[config.mk]
export PLATFORM = sky130hd
export DESIGN_NAME = pdx_top
export DESIGN_NICKNAME = d
export VERILOG_FILES = /design/src/inc/pdx_pkg.sv /design/src/design/pdx_top.sv
export VERILOG_INCLUDE_DIRS = /design/src /design/src/inc
export SDC_FILE = /design/constraint.sdc
export NUM_CORES = 1
export LEC_CHECK = 0
export BUFFER_PORTS_ARGS = -buffer_cell sky130_fd_sc_hd__buf_4
export CORE_MARGIN = 2
export CORE_UTILIZATION = 45
export CTS_BUF_LIST = sky130_fd_sc_hd__clkbuf_4
export DETAILED_ROUTE_END_ITERATION = 10
export PLACE_DENSITY_LB_ADDON = 0.15
export REMOVE_ABC_BUFFERS = 1
export SYNTH_ARGS = -nofsm -noshare
export SYNTH_HDL_FRONTEND = slang
export SYNTH_HIERARCHICAL = 1
export SYNTH_SLANG_ARGS = --single-unit
[constraint.sdc]
create_clock -name ref_clk -period 8.1 [get_ports ref_clk]
set_clock_uncertainty 0.05 [all_clocks]
set_input_delay 1.62 -clock ref_clk [delete_from_list [all_inputs] [get_ports ref_clk]]
set_output_delay 1.62 -clock ref_clk [all_outputs]
set_load 0.02 [all_outputs]
[src/inc/pdx_consts.svh]
// Constants for the clock generator configuration block: register
// offsets, field positions, reset contents and crosspoint codes.
// Assumes 8-bit register addresses and 8-bit register data.
//
// Summary of operation
// - Load capacitance code is one 8-bit register, 0.09375 pF per step.
// - Load capacitance code defaults to zero for an external reference.
// - Pre-divide total is the predivider register bits 6..0 plus two.
// - Multiplier total is twice (base plus four) plus the odd bit.
// - Top three bits of the pump register read 1,1,0, ignore writes.
// - Base 0 odd 0 gives 8; base 1023 odd 1 gives maximum.
// - VCO equals reference over pre-divide total times multiplier total.
// - Each divider bank has its own VCO or reference source mux.
// - Bank registers hold source select in bit 7, divisor in 6..0.
// - Banks offer /2, /3, /4 and /N; host keeps N in 4..127.
// - Six outputs pick one of seven sources via 3-bit fields.
// - Bank 1 /2 aligns with /N for N mod 4; /3 for N six.
// - Bank 2 /2 aligns for N mod 4; /4 aligns for N mod 8.
// - Codes: ref, b1 /N, b1 /2, b1 /3, b2 /N, b2 /2, b2 /4; 111 reserved.
`ifndef PDX_CONSTS_SVH
`define PDX_CONSTS_SVH

`define PDX_ADDR_BANK1      8'h0C
`define PDX_ADDR_DRIVE      8'h12
`define PDX_ADDR_LOADCAP    8'h13
`define PDX_ADDR_PUMP_FBH   8'h40
`define PDX_ADDR_FB_LOW     8'h41
`define PDX_ADDR_ODD_PRE    8'h42
`define PDX_ADDR_XP0        8'h44
`define PDX_ADDR_XP1        8'h45
`define PDX_ADDR_XP2        8'h46
`define PDX_ADDR_BANK2      8'h47

`define PDX_SRC_BIT         7
`define PDX_ODD_BIT         7
`define PDX_PUMP_LSB        2
`define PDX_DRV_LSB         3
`define PDX_XP2_LSB         6

`define PDX_R40_FIXED       3'b110
`define PDX_R46_FIXED       6'h3F
`define PDX_R12_HIGH        3'b001
`define PDX_R12_LOW         3'b000

`define PDX_RST_BANK        8'h88
`define PDX_RST_DRIVE       2'b00
`define PDX_RST_LOADCAP     8'h00
`define PDX_RST_PUMP_FBH    5'h00
`define PDX_RST_FB_LOW      8'h00
`define PDX_RST_ODD_PRE     8'h00
`define PDX_RST_XP0         8'h00
`define PDX_RST_XP1         8'h00
`define PDX_RST_XP2         2'b00
`define PDX_RST_MULT        12'h008

`define PDX_PRE_OFFSET      8'd2
`define PDX_FB_OFFSET       11'd4

`define PDX_XP_REF          3'b000
`define PDX_XP_B1_N         3'b001
`define PDX_XP_B1_2         3'b010
`define PDX_XP_B1_3         3'b011
`define PDX_XP_B2_N         3'b100
`define PDX_XP_B2_2         3'b101
`define PDX_XP_B2_4         3'b110

`endif

[src/inc/pdx_pkg.sv]
// Types shared by the clock generator configuration block.
// Assumes the constants header is on the include path.
`include "pdx_consts.svh"

package pdx_pkg;

   // Stored register contents; fixed bits are not held.
   typedef struct packed {
      logic [7:0] bank1;
      logic [1:0] drive;
      logic [7:0] loadcap;
      logic [4:0] pump_fbh;
      logic [7:0] fb_low;
      logic [7:0] odd_pre;
      logic [7:0] xp0;
      logic [7:0] xp1;
      logic [1:0] xp2;
      logic [7:0] bank2;
   } pdx_cfg_t;

   // Outputs of one divider bank.
   typedef struct packed {
      logic div_n;
      logic div_2;
      logic div_3;
      logic div_4;
   } pdx_bank_out_t;

   // State of one divider bank.
   typedef struct packed {
      logic [6:0]    cnt;
      logic [1:0]    ph3;
      logic [1:0]    ph4;
      logic          in_d;
      pdx_bank_out_t out;
   } pdx_bank_st_t;

   // State of the top level.
   typedef struct packed {
      pdx_cfg_t   cfg;
      logic       ref_s1;
      logic       ref_s2;
      logic       vco_s1;
      logic       vco_s2;
      logic [7:0] rdata;
      logic       rvalid;
      logic [7:0] pre_total;
      logic [11:0] mult_total;
      logic [5:0] clk_out;
   } pdx_top_st_t;

endpackage

[src/design/pdx_top.sv]
// Configuration registers, divider banks and output crosspoint of a
// one-PLL clock generator. Registers are reached through a plain byte
// register port driven by the serial interface logic outside.
// Assumes ref_in and vco_in are clock levels from outside this domain,
// both well below half the ref_clk rate so edges can be sampled.
`timescale 1ns/1ps

////////////////////////////////////////////////////////////////////////
// One divider bank: counts rising edges of its input level and makes
// the /N, /2, /3 and /4 sources.
module pdx_div_bank
   import pdx_pkg::*;
(
   input  wire logic          ref_clk,
   input  wire logic          rst,
   input  wire logic          in_lvl,
   input  wire logic [6:0]    divisor,
   output pdx_bank_out_t      outs
);

   pdx_bank_st_t st_r;
   pdx_bank_st_t st_nxt;
   logic         tick;
   logic         wrap;

   // The fixed dividers restart with the /N counter so that their rising
   // edges coincide whenever the divisor is a multiple of theirs.
   always_comb begin
      st_nxt = st_r;
      tick   = in_lvl & ~st_r.in_d;
      wrap   = (st_r.cnt >= divisor - 7'd1) || (divisor < 7'd2);
      st_nxt.in_d = in_lvl;
      if (tick) begin
         if (wrap) begin
            st_nxt.cnt = 7'd0;
            st_nxt.ph3 = 2'd0;
            st_nxt.ph4 = 2'd0;
         end else begin
            st_nxt.cnt = st_r.cnt + 7'd1;
            st_nxt.ph3 = (st_r.ph3 == 2'd2) ? 2'd0 : st_r.ph3 + 2'd1;
            st_nxt.ph4 = st_r.ph4 + 2'd1;
         end
      end
      // /N high for the first half of each period, rising at count zero; /3 high one tick in three.
      st_nxt.out.div_n = st_nxt.cnt < {1'b0, divisor[6:1]};
      st_nxt.out.div_2 = ~st_nxt.ph4[0];
      st_nxt.out.div_3 = st_nxt.ph3 == 2'd0;
      st_nxt.out.div_4 = ~st_nxt.ph4[1];
   end

   // State register.
   always_ff @(posedge ref_clk) begin
      if (rst) begin
         st_r <= '0;
      end else begin
         st_r <= st_nxt;
      end
   end

   assign outs = st_r.out;

endmodule

////////////////////////////////////////////////////////////////////////
// Top level: register file, source muxes, two banks and crosspoint.
module pdx_top
   import pdx_pkg::*;
(
   input  wire logic          ref_clk,
   input  wire logic          rst,
   input  wire logic          reg_wr,
   input  wire logic          reg_rd,
   input  wire logic [7:0]    reg_addr,
   input  wire logic [7:0]    reg_wdata,
   output logic [7:0]         reg_rdata,
   output logic               reg_rvalid,
   input  wire logic          ref_in,
   input  wire logic          vco_in,
   output logic [1:0]         drive_code,
   output logic [7:0]         load_cap_code,
   output logic [2:0]         pump_code,
   output logic [7:0]         predivide_total,
   output logic [11:0]        multiplier_total,
   output logic [5:0]         clk_out
);

   pdx_top_st_t   st_r;
   pdx_top_st_t   st_nxt;
   pdx_bank_out_t bank1_outs;
   pdx_bank_out_t bank2_outs;
   logic          bank1_input_clock;
   logic          bank2_input_clock;
   logic [9:0]    feedback_base_value;
   logic          feedback_odd_bit;
   logic [17:0]   output_source_select;
   logic [6:0]    src_lvl;
   logic [2:0]    sel;

   ////////////////////////////////////////////////////////////////////
   // Field views of the stored registers.
   assign feedback_base_value = {st_r.cfg.pump_fbh[1:0],
                                 st_r.cfg.fb_low};
   assign feedback_odd_bit    = st_r.cfg.odd_pre[`PDX_ODD_BIT];
   assign output_source_select = {st_r.cfg.xp0, st_r.cfg.xp1,
                                  st_r.cfg.xp2};

   // Each bank gets its own mux; a set select bit picks the VCO.
   assign bank1_input_clock = st_r.cfg.bank1[`PDX_SRC_BIT] ?
                              st_r.vco_s2 : st_r.ref_s2;
   assign bank2_input_clock = st_r.cfg.bank2[`PDX_SRC_BIT] ?
                              st_r.vco_s2 : st_r.ref_s2;

   // Bank 1 and bank 2 share one implementation.
   pdx_div_bank u_bank1 (
      .ref_clk (ref_clk),
      .rst     (rst),
      .in_lvl  (bank1_input_clock),
      .divisor (st_r.cfg.bank1[6:0]),
      .outs    (bank1_outs)
   );

   pdx_div_bank u_bank2 (
      .ref_clk (ref_clk),
      .rst     (rst),
      .in_lvl  (bank2_input_clock),
      .divisor (st_r.cfg.bank2[6:0]),
      .outs    (bank2_outs)
   );

   // Sources indexed by crosspoint code; index 7 is left out.
   assign src_lvl = {bank2_outs.div_4, bank2_outs.div_2, bank2_outs.div_n,
                     bank1_outs.div_3, bank1_outs.div_2, bank1_outs.div_n,
                     st_r.ref_s2};

   ////////////////////////////////////////////////////////////////////
   // Next state: synchronisers, register writes, read data, derived
   // ratios and the crosspoint. The reserved code drives a steady low
   // so a bad setting is visible rather than picking a random source.
   always_comb begin
      st_nxt = st_r;
      sel    = 3'd0;
      st_nxt.ref_s1 = ref_in;
      st_nxt.ref_s2 = st_r.ref_s1;
      st_nxt.vco_s1 = vco_in;
      st_nxt.vco_s2 = st_r.vco_s1;

      // Register writes; unmapped addresses are ignored.
      if (reg_wr) begin
         if (reg_addr == `PDX_ADDR_BANK1) begin
            st_nxt.cfg.bank1 = reg_wdata;
         end else if (reg_addr == `PDX_ADDR_DRIVE) begin
            st_nxt.cfg.drive = reg_wdata[`PDX_DRV_LSB +: 2];
         end else if (reg_addr == `PDX_ADDR_LOADCAP) begin
            st_nxt.cfg.loadcap = reg_wdata;
         end else if (reg_addr == `PDX_ADDR_PUMP_FBH) begin
            st_nxt.cfg.pump_fbh = reg_wdata[4:0];
         end else if (reg_addr == `PDX_ADDR_FB_LOW) begin
            st_nxt.cfg.fb_low = reg_wdata;
         end else if (reg_addr == `PDX_ADDR_ODD_PRE) begin
            st_nxt.cfg.odd_pre = reg_wdata;
         end else if (reg_addr == `PDX_ADDR_XP0) begin
            st_nxt.cfg.xp0 = reg_wdata;
         end else if (reg_addr == `PDX_ADDR_XP1) begin
            st_nxt.cfg.xp1 = reg_wdata;
         end else if (reg_addr == `PDX_ADDR_XP2) begin
            // Low six bits are fixed and any value written is dropped.
            st_nxt.cfg.xp2 = reg_wdata[`PDX_XP2_LSB +: 2];
         end else if (reg_addr == `PDX_ADDR_BANK2) begin
            st_nxt.cfg.bank2 = reg_wdata;
         end
      end

      // Register reads answer one cycle later; unmapped reads give zero.
      st_nxt.rvalid = reg_rd;
      if (reg_rd) begin
         if (reg_addr == `PDX_ADDR_BANK1) begin
            st_nxt.rdata = st_r.cfg.bank1;
         end else if (reg_addr == `PDX_ADDR_DRIVE) begin
            st_nxt.rdata = {`PDX_R12_HIGH, st_r.cfg.drive, `PDX_R12_LOW};
         end else if (reg_addr == `PDX_ADDR_LOADCAP) begin
            st_nxt.rdata = st_r.cfg.loadcap;
         end else if (reg_addr == `PDX_ADDR_PUMP_FBH) begin
            st_nxt.rdata = {`PDX_R40_FIXED, st_r.cfg.pump_fbh};
         end else if (reg_addr == `PDX_ADDR_FB_LOW) begin
            st_nxt.rdata = st_r.cfg.fb_low;
         end else if (reg_addr == `PDX_ADDR_ODD_PRE) begin
            st_nxt.rdata = st_r.cfg.odd_pre;
         end else if (reg_addr == `PDX_ADDR_XP0) begin
            st_nxt.rdata = st_r.cfg.xp0;
         end else if (reg_addr == `PDX_ADDR_XP1) begin
            st_nxt.rdata = st_r.cfg.xp1;
         end else if (reg_addr == `PDX_ADDR_XP2) begin
            st_nxt.rdata = {st_r.cfg.xp2, `PDX_R46_FIXED};
         end else if (reg_addr == `PDX_ADDR_BANK2) begin
            st_nxt.rdata = st_r.cfg.bank2;
         end else begin
            st_nxt.rdata = 8'h00;
         end
      end

      // Ratios handed to the analog loop: VCO = ref / pre * mult.
      st_nxt.pre_total = {1'b0, st_r.cfg.odd_pre[6:0]}
                         + `PDX_PRE_OFFSET;
      st_nxt.mult_total = {{1'b0, feedback_base_value} + `PDX_FB_OFFSET,
                           feedback_odd_bit};

      // Crosspoint: first field drives output 0.
      for (int i = 0; i < 6; i++) begin
         sel = output_source_select[17 - 3*i -: 3];
         st_nxt.clk_out[i] = (sel == 3'b111) ? 1'b0
                                             : src_lvl[sel];
      end
   end

   ////////////////////////////////////////////////////////////////////
   // State register; reset brings back the default contents, as after
   // a power cycle, since nothing here is kept across it.
   always_ff @(posedge ref_clk) begin
      if (rst) begin
         st_r             <= '0;
         st_r.cfg.bank1   <= `PDX_RST_BANK;
         st_r.cfg.drive   <= `PDX_RST_DRIVE;
         st_r.cfg.loadcap <= `PDX_RST_LOADCAP;
         st_r.cfg.pump_fbh <= `PDX_RST_PUMP_FBH;
         st_r.cfg.fb_low  <= `PDX_RST_FB_LOW;
         st_r.cfg.odd_pre <= `PDX_RST_ODD_PRE;
         st_r.cfg.xp0     <= `PDX_RST_XP0;
         st_r.cfg.xp1     <= `PDX_RST_XP1;
         st_r.cfg.xp2     <= `PDX_RST_XP2;
         st_r.cfg.bank2   <= `PDX_RST_BANK;
         st_r.pre_total   <= `PDX_PRE_OFFSET;
         st_r.mult_total  <= `PDX_RST_MULT;
      end else begin
         st_r <= st_nxt;
      end
   end

   // Outputs straight from the state register.
   assign reg_rdata        = st_r.rdata;
   assign reg_rvalid       = st_r.rvalid;
   assign drive_code       = st_r.cfg.drive;
   assign load_cap_code    = st_r.cfg.loadcap;
   assign pump_code        = st_r.cfg.pump_fbh[4:2];
   assign predivide_total  = st_r.pre_total;
   assign multiplier_total = st_r.mult_total;
   assign clk_out          = st_r.clk_out;

endmodule

==> Word-level counts from Yosys, hierarchy flattened <==
Cells that the tools add are included.
{ "word_totals": {"inputBits": 22, "regBits": 134} }
{ "op_classes": {"bitwise": 16, "eq_ne": 18, "n_mux": 30, "reduce_logical": 19, "n_addsub": 10, "order_cmp": 12} }
{ "ops": {"columns": ["cell", "n"], "rows": [
  ["$mux 8", 10],
  ["$eq 8x7->1 const B", 7],
  ["$mux 11", 4],
  ["$lt 3x4->1 const B", 6],
  ["$bmux 1 s3", 6],
  ["$eq 3x3->1 const B", 6],
  ["$eq 8x5->1 const B", 2],
  ["$add 7x1->7 const B", 2],
  ["$ge 7x7->1", 2],
  ["$lt 7x2->1 const B", 2],
  ["$lt 7x6->1", 2],
  ["$not 1->1", 14],
  ["$sub 7x1->7 const B", 2],
  ["$reduce_or 2->1", 6],
  ["$add 10x3->11 const B", 1],
  ["$reduce_and 11->1", 1],
  ["$reduce_and 10->1", 1],
  ["$reduce_and 9->1", 1],
  ["$add 2x1->2 const B", 4],
  ["$add 7x2->8 const B", 1],
  ["$eq 8x4->1 const B", 1],
  ["$mux 1", 8],
  ["$reduce_and 8->1", 1],
  ["$reduce_and 7->1", 1],
  ["other kinds (10)", 14]
]} }

==> Depth between registers and ports, before layout <==
Gate-level depths: netlist (run 1).
{ "depth": {"ltp_word": 11, "depth_mapped": 17, "depth_no_buf": 16} }

==> Modules after synthesis <==
Netlist (run 1), hierarchy kept.
{ "modules_own_cells": {"columns": ["mod", "seq_area_each_um2", "cells_each", "instances", "area_each_um2"], "rows": [
  ["pdx_top", 2082.0, 597, 1, 5228.8],
  ["pdx_div_bank at u_bank2", 320.3, 143, 1, 1228.7],
  ["pdx_div_bank at u_bank1", 320.3, 140, 1, 1188.6]
]} }

==> Least setup slack after synthesis (run 1) <==
Ideal clock, no wire load.
{ "synth_path": {"kind": "in2reg", "from": "input reg_addr[4]", "to": "register st_r, in the netlist output_source_select[10]", "arrival_ps": 3345, "setup_time_ps": 128, "path_stages": 8, "setup_slack_ps": 4577, "path_buffers": 3, "cell_sequence": "buf_2 -> or4b_1 -> buf_6 -> buf_6 -> nor2_1 -> o2111ai_4 -> mux2i_1 -> nor2_1"} }
{ "synth_via": {"elab_chain_cells": 3} }
{ "synth_lines": {"columns": ["item", "line", "text"], "rows": [
  ["start, declared", "pdx_top.sv:73", "input wire logic [7:0] reg_addr,"],
  ["$eq 8x7->1 (no source line) (tied with other cells)", null, null],
  ["$not 1->1 (no source line)", null, null],
  ["$reduce_and 8->1 (no source line) (*)", null, null],
  ["end signal, assigned", "pdx_top.sv:234", "st_r <= st_nxt;"],
  ["end, declared", "pdx_top.sv:87", "pdx_top_st_t st_r;"]
]} }
Every way passes the cells marked *; elsewhere a longest branch is shown, timed or not.
A chain may end at the register's enable or synchronous reset.

==> parameters.txt, run 1 <==
Parameter                              Value

Critical path
  FF-to-FF End ... u_bank1/outs[3]
  Critical Path Source Type ... flip-flop
  Worst reg2reg path startpoint ... st_r[96]
  CP arrival ... 4.28 ns
  Worst reg2reg path depth ... 15
  Start-to-end type of the worst setup path ... reg -> reg
  Worst setup EP type ... flip-flop
  Critical path peak fanout ... 10
  Slack of the worst reg-to-reg path ... 4.25 ns
  Worst path required time ... 8.53 ns

GRT
  Total Routing Usage GR ... between 20% and 30%
  Initial antenna violation count ... 1
  Maximum number of pins on one net before global-route repair ... between 70 and 80
  Remaining Overflow, GRT ... 0
  First-pass GRT wire length ... 30,900 um
  Via count of the first global-routing pass ... 5,777

Cells and area
  Post-layout instance count excluding filler cells ... 1,069
  Net count, final ... 891
  Final Instance Area ... between 7000 and 8000 um2
  Number of fill cells in the layout ... 1,597
  Share of layout cells above drive strength 1 ... between 10% and 20%
  P&R area growth vs syn ... 4.95%
  Final cell utilization of the core ... between 40% and 50%

Place
  I/O Buffers ... 69
  Number of placed instances, taps included ... slightly above 1,000
  Hpwl dp ... 13,600 um
  Standard cell area after detailed placement ... between 7000 and 8000 um2
  Routability cong. ... 0.899
  Post-Place Worst Slack ... ~3.9 ns

Worst hold path
  Hold Path Sink ... st_r[35]
  Worst hold path depth ... 1
  Class of the tightest hold or removal check ... reg -> reg
  Startpoint of the tightest hold check path ... st_nxt[35]

Clocking
  TritonCTS Sinks ... 131
  Num CTS Buffers ... 17
  TritonCTS clock tree ... done
  Count of hold-fix buffers inserted at cts ... 0
  Root Buffer Master ... sky130_fd_sc_hd__clkbuf_4
  Max clock buf depth ... 2
  Number of levels the H-tree was split into ... 4
  Post-CTS Resized ... 0
  Clock insertion delay at the later pin of the skew report ... 0.55 ns
  Clock-pin transition on the worst setup and hold timing paths ... ~0.12 ns
  Post CTS Setup Buffer Count ... 0

Detailed routing
  Post-route antenna net violation count ... 0
  Detailed-routed wire length on met2 ... 8720 um
  Routed metal-1 wire length ... 8770 um
  Vias ... 6,164
  Met3 WL ... between 1000 and 1500 um
  Uppermost metal layer occupied by signal nets ... met4
  DRC violation count after routing ... 0
  Number of optimization iterations in the first detailed-route pass ... 5
  Final wirelength ... approximately 19,000 um
  Mean number of vias per cell ... 5.77
  Number of DRC markers after the initial detailed-route iteration ... ~640
  WL per Instance ... around 18 um

Synthesis
  Count of yosys warnings during synthesis ... 6
  Gate count after technology mapping ... around 860
  Mean area per synthesized cell ... 8.65 um2
  Post-synth design cell area ... between 7000 and 8000 um2

Floorplan
  I/O Pins ... 70
  Die Ht ... 133 um
  Count of standard-cell rows ... 46
  Die extent in x ... 133 um
  Overall die area ... 17,600 um2
  Effective utilization at floorplan ... ~46%
  Area inside the core boundary ... 16,000 um2

STA
  Tcrit/Tclk final ... a little under half
  Slew Limit Headroom ... 41.8%
  Smallest hold slack ... 0.394 ns
  Unrepaired setup endpoints after global routing ... false
  Worst Tran Pin Value ... 0.873 ns
  Post-layout worst setup margin ... 4.25 ns
  Count of final setup violators ... 0
  Hold Violations, Final ... 0
  Final min period ... slightly below 4 ns
  Total Neg Setup Slack ... 0 ns
  Achievable frequency ... roughly 260 MHz
  Final Max Slew Viols ... 0

Power and ir drop
  Leakage power ... 3.10 nW
  Sw Share ... 28.7%
  Logic gate share of total power ... 8.1%
  Total power per unit cell area ... between 150 and 200 nW/um2
  Peak ir drop on the vdd network ... 0.0000980 V
  Switching component of the power ... around 0.34 mW
  Clock share of power ... 35.5%
  Sequential cell fraction of total power ... 56.4%
  Pwr Total ... between 1 and 1.5 mW
  P_int ... 0.837 mW

Job
  Number of max-capacitance violations reported ... 0

Run status
  Result of the run ... finished, final reports clean
[worst max path at each step]
stage                     slack, ns                to  cells after the start         from
final                          4.25   u_bank1/outs[3]                     15     st_r[96]
after global routing           3.89   u_bank1/outs[3]                     15     st_r[98]
after CTS                      4.27   u_bank1/outs[3]                     15     st_r[98]
after detailed placement       3.87      reg_rdata[1]                      6  reg_addr[5]
after global placement         3.91      reg_rdata[1]                      6  reg_addr[5]
after floorplan                4.45  load_cap_code[0]                      5  reg_addr[2]
[registers in the layout, indices dropped and copies added, names as in the netlist, 3 cells and up]
register              flops
u_bank2/st_r             10
st_r                     24
load_cap_code             8
feedback_base_value      10
u_bank1/st_r             11
clk_out                   6
predivide_total           8
output_source_select     18
pump_code                 3
reg_rdata                 8
u_bank2/outs              3
multiplier_total         12
u_bank1/outs              3
[area by class of cell]
class	count	area, um2	area share [%]
antenna	1	2.50	0.0321
multi-input combinational	592	4020	51.5
inverter	26	97.6	1.25
sequential	131	2620	33.6
clock inverter	15	131	1.68
timing repair buffer	71	533	6.83
clock buffer	17	128	1.64
tap	216	270	3.46
[critical path: stages, from the launching register on]
cell and delay (ns):
sky130_fd_sc_hd__dfxtp_1 0.39, sky130_fd_sc_hd__nor3_1 0.28, sky130_fd_sc_hd__and3_1 0.22, sky130_fd_sc_hd__xnor2_1 0.12, sky130_fd_sc_hd__ha_1 0.29, sky130_fd_sc_hd__a21oi_2 0.16
sky130_fd_sc_hd__nand2_1 0.08, sky130_fd_sc_hd__a221oi_2 0.75, sky130_fd_sc_hd__nand4_1 0.20, sky130_fd_sc_hd__nand2_1 0.11, sky130_fd_sc_hd__ha_1 0.25, sky130_fd_sc_hd__and2_1 0.16
sky130_fd_sc_hd__a221o_1 0.31, sky130_fd_sc_hd__a21oi_1 0.17, sky130_fd_sc_hd__o21ai_0 0.10, sky130_fd_sc_hd__a21oi_1 0.15
[placed cells by master (no fill, tap or decap), drive strengths merged, types with 21 or more instances in the layout]
master / n
a21oi: 56
buf: 71
dfxtp: 131
ha: 30
inv: 29
mux2i: 45
nand2: 74
nand3: 41
nor2: 85
nor2b: 26
nor3: 21
o21ai: 24
[routing by layer]
layer / vias to the layer above / GRT usage (%)
li1: 2981 / -
met1: 2949 / 29.8
met2: 200 / 34.3
met3: 34 / 5.02
met4: 0 / 7.83
met5: - / 0
[power by group through the flow]
stage | clock network (mW) | logic, mW | registers (mW)
after floorplan | 0 | 0.0405 | 0.677
after global placement | 0 | 0.0927 | 0.677
after detailed placement | 0 | 0.0938 | 0.677
after CTS | 0.427 | 0.0942 | 0.663
after global routing | 0.458 | 0.103 | 0.664
final | 0.417 | 0.0949 | 0.663
(Power assumes the default switching activity.)
==> run 2, diff against run 1 <==
==> constraint.sdc (replaced) <==
create_clock -name ref_clk -period 3.1 [get_ports ref_clk]
set_clock_uncertainty 0.05 [all_clocks]
set_input_delay 0.62 -clock ref_clk [delete_from_list [all_inputs] [get_ports ref_clk]]
set_output_delay 0.62 -clock ref_clk [all_outputs]
set_load 0.02 [all_outputs]
==> parameters.txt, run 2 (same netlist as run 1, synthesis figures left out) <==
Parameter                              Value

Critical path
  Worst path required time ... 3.55 ns (-4.98 ns)
  Critical path peak fanout ... 4 (-6)
  CP arrival ... 3.58 ns (-0.70 ns)
  Standard cell with the maximum stage delay on the critical path ... sky130_fd_sc_hd__dfxtp_4
  Critical Path Source Type ... flip-flop
  Worst setup EP type ... flip-flop
  Critical Path, Cell by Cell ... nor4_4, nand2_1, xnor2_2, ha_1, nand4_1, a211o_1, nand4_1, nand2_1, ha_4, and2_4, a221o_1, a21oi_2, o21ai_1, a21oi_1
  Critical Path Max Stage Delay ... 0.39 ns (-0.36 ns)
  Start-to-end type of the worst setup path ... reg -> reg

STA
  Hold Violations, Final ... 0 (unchanged)
  Slew Limit Headroom ... 45.9% (+4.0 points)
  Achievable frequency ... 319 MHz (+23%)
  Final Max Slew Viols ... 0 (unchanged)
  Worst Tran Pin Value ... 0.801 ns (-0.0718 ns)
  Tcrit/Tclk final ... 101% (+54 points)
  Smallest hold slack ... 0.228 ns (-0.166 ns)
  Final min period ... 3.13 ns (-0.715 ns)
  Total Neg Setup Slack ... -0.0335 ns (-0.0335 ns)
  Unrepaired setup endpoints after global routing ... true
  Count of final setup violators ... 1 (+1)
  Post-layout worst setup margin ... -0.0335 ns (-4.28 ns)

Run status
  Failing checks ... negative setup slack
  Result of the run ... finished, violations left

Floorplan
  Die Ht ... 133 um (unchanged)
  Overall die area ... 17,600 um2 (unchanged)
  Die extent in x ... 133 um (unchanged)
  Area inside the core boundary ... 16,000 um2 (unchanged)
  Effective utilization at floorplan ... 46.5% (unchanged)
  I/O Pins ... 70 (unchanged)
  Count of standard-cell rows ... 46 (unchanged)

Clocking
  Number of levels the H-tree was split into ... 4 (unchanged)
  Count of hold-fix buffers inserted at cts ... 0 (unchanged)
  Num CTS Buffers ... 17 (unchanged)
  Clock-pin transition on the worst setup and hold timing paths ... 0.12 ns (about the same)
  Root Buffer Master ... sky130_fd_sc_hd__clkbuf_4
  TritonCTS Sinks ... 131 (unchanged)
  Clock insertion delay at the later pin of the skew report ... 0.55 ns (about the same)
  Max clock buf depth ... 2 (unchanged)
  TritonCTS clock tree ... done

Detailed routing
  Vias ... 6,344 (+2.9%)
  Final wirelength ... 20,000 um (+5.3%)
  Number of DRC markers after the initial detailed-route iteration ... 448 (-30%)
  WL per Instance ... 17.8 um (+0.33%)
  Number of optimization iterations in the first detailed-route pass ... 4 (-1)
  Post-route antenna net violation count ... 0 (unchanged)
  Mean number of vias per cell ... 5.65 (-1.9%)
  DRC violation count after routing ... 0 (unchanged)

GRT
  Total Routing Usage GR ... 22.5% (+0.56 points)
  Via count of the first global-routing pass ... 6,008 (+4.0%)
  Remaining Overflow, GRT ... 0 (unchanged)
  First-pass GRT wire length ... 31,600 um (+2.5%)
  Initial antenna violation count ... 1 (unchanged)
  Maximum number of pins on one net before global-route repair ... 52 (-32%)

Place
  Routability cong. ... 0.874 (-2.7%)
  Number of placed instances, taps included ... 1,080 (+4.2%)
  Standard cell area after detailed placement ... 7880 um2 (+4.5%)
  I/O Buffers ... 69 (unchanged)
  Post-Place Worst Slack ... -0.144 ns (-4.01 ns)
  Hpwl dp ... 14,100 um (+3.6%)

Job
  Number of max-capacitance violations reported ... 0 (unchanged)

Power and ir drop
  Leakage power ... 3.44 nW (+11%)
  Peak ir drop on the vdd network ... 0.000209 V (+110%)
  Pwr Total ... 3.38 mW (+190%)
  Total power per unit cell area ... 398 nW/um2 (+160%)

Cells and area
  Number of fill cells in the layout ... 1,538 (-3.7%)
  Final Instance Area ... 8500 um2 (+9.0%)
  Share of layout cells above drive strength 1 ... 24.8% (+8.7 points)
  Commonest cells after routing, fill and taps aside ... sky130_fd_sc_hd__dfxtp_1, sky130_fd_sc_hd__buf_4, sky130_fd_sc_hd__nor2_1
  Post-layout instance count excluding filler cells ... 1,122 (+5.0%)
  P&R area growth vs syn ... 14.4%
  Most common cell after layout, fill and taps aside ... sky130_fd_sc_hd__dfxtp_1
  Final cell utilization of the core ... 53.1% (+4.4 points)
  Top register by number of flip-flops ... st_r
  Flip-flop count of the largest register, all copies and words added ... 24 (unchanged)
  Net count, final ... 944 (+5.9%)

Worst hold path
  Class of the tightest hold or removal check ... in -> reg
[run 2: cell count changes in the layout (fill, tap and decap cells not counted), sizes merged]
cell	previous run	this run
buf	71	124
clkinvlp	7	2
bufinv	1	5
clkinv	4	7
inv	29	27
[run 2: worst paths after layout]
kind,from,end,slack (ns),cells after the start
worst max-delay path,st_r[98],u_bank1/outs[3],-0.03,14
worst min-delay path,vco_in,st_nxt[35],0.23,2
worst max register to register,st_r[98],u_bank1/outs[3],-0.03,14
worst min register to register,st_nxt[37],src_lvl[0],0.40,1
[run 2: per-layer routing]
layer,share of wire (%),wire [um],vias up,GRT usage [%]
met1,45,9090,3056,30.0
li1,-,-,3086,-
met5,0,0,-,0
met2,47,9420,173,35.9
met3,5.0,995,29,4.10
met4,2.6,513,0,9.50
[run 2: worst max-delay path: cells and delay by family, from the launching register on]
kind / cells / cell delay, ns
XOR/XNOR: 1 / 0.17
AO/OA/AOI/OAI: 5 / 0.97
flip-flops: 1 / 0.39
AND/OR/NAND/NOR: 6 / 0.94
adder cells (fa/ha/maj): 2 / 0.56
[run 2: where the power goes]
part,internal [mW],leakage [nW],switching [mW]
registers,1.71,1.06,0.0261
logic,0.101,2.20,0.170
clock network,0.714,0.174,0.667
total,2.52,3.44,0.863
[run 2: cell type report]
type / count / area, um2 / share of cell area (%)
multi-input combinational: 592 / 4210 / 49.5
inverter: 26 / 97.6 / 1.15
clock buffer: 17 / 128 / 1.50
sequential: 131 / 2630 / 31.0
clock inverter: 15 / 213 / 2.50
tap: 216 / 270 / 3.18
timing repair buffer: 124 / 947 / 11.1
antenna: 1 / 2.50 / 0.0294
[run 2: timing repair]
item,4_1_cts,5_1_grt
endpoints found under the hold margin,0,0
setup endpoints to repair,2,2
setup buffers,1,8
gates cloned,0,0
pin swaps,8,34
gates resized for setup,11,36
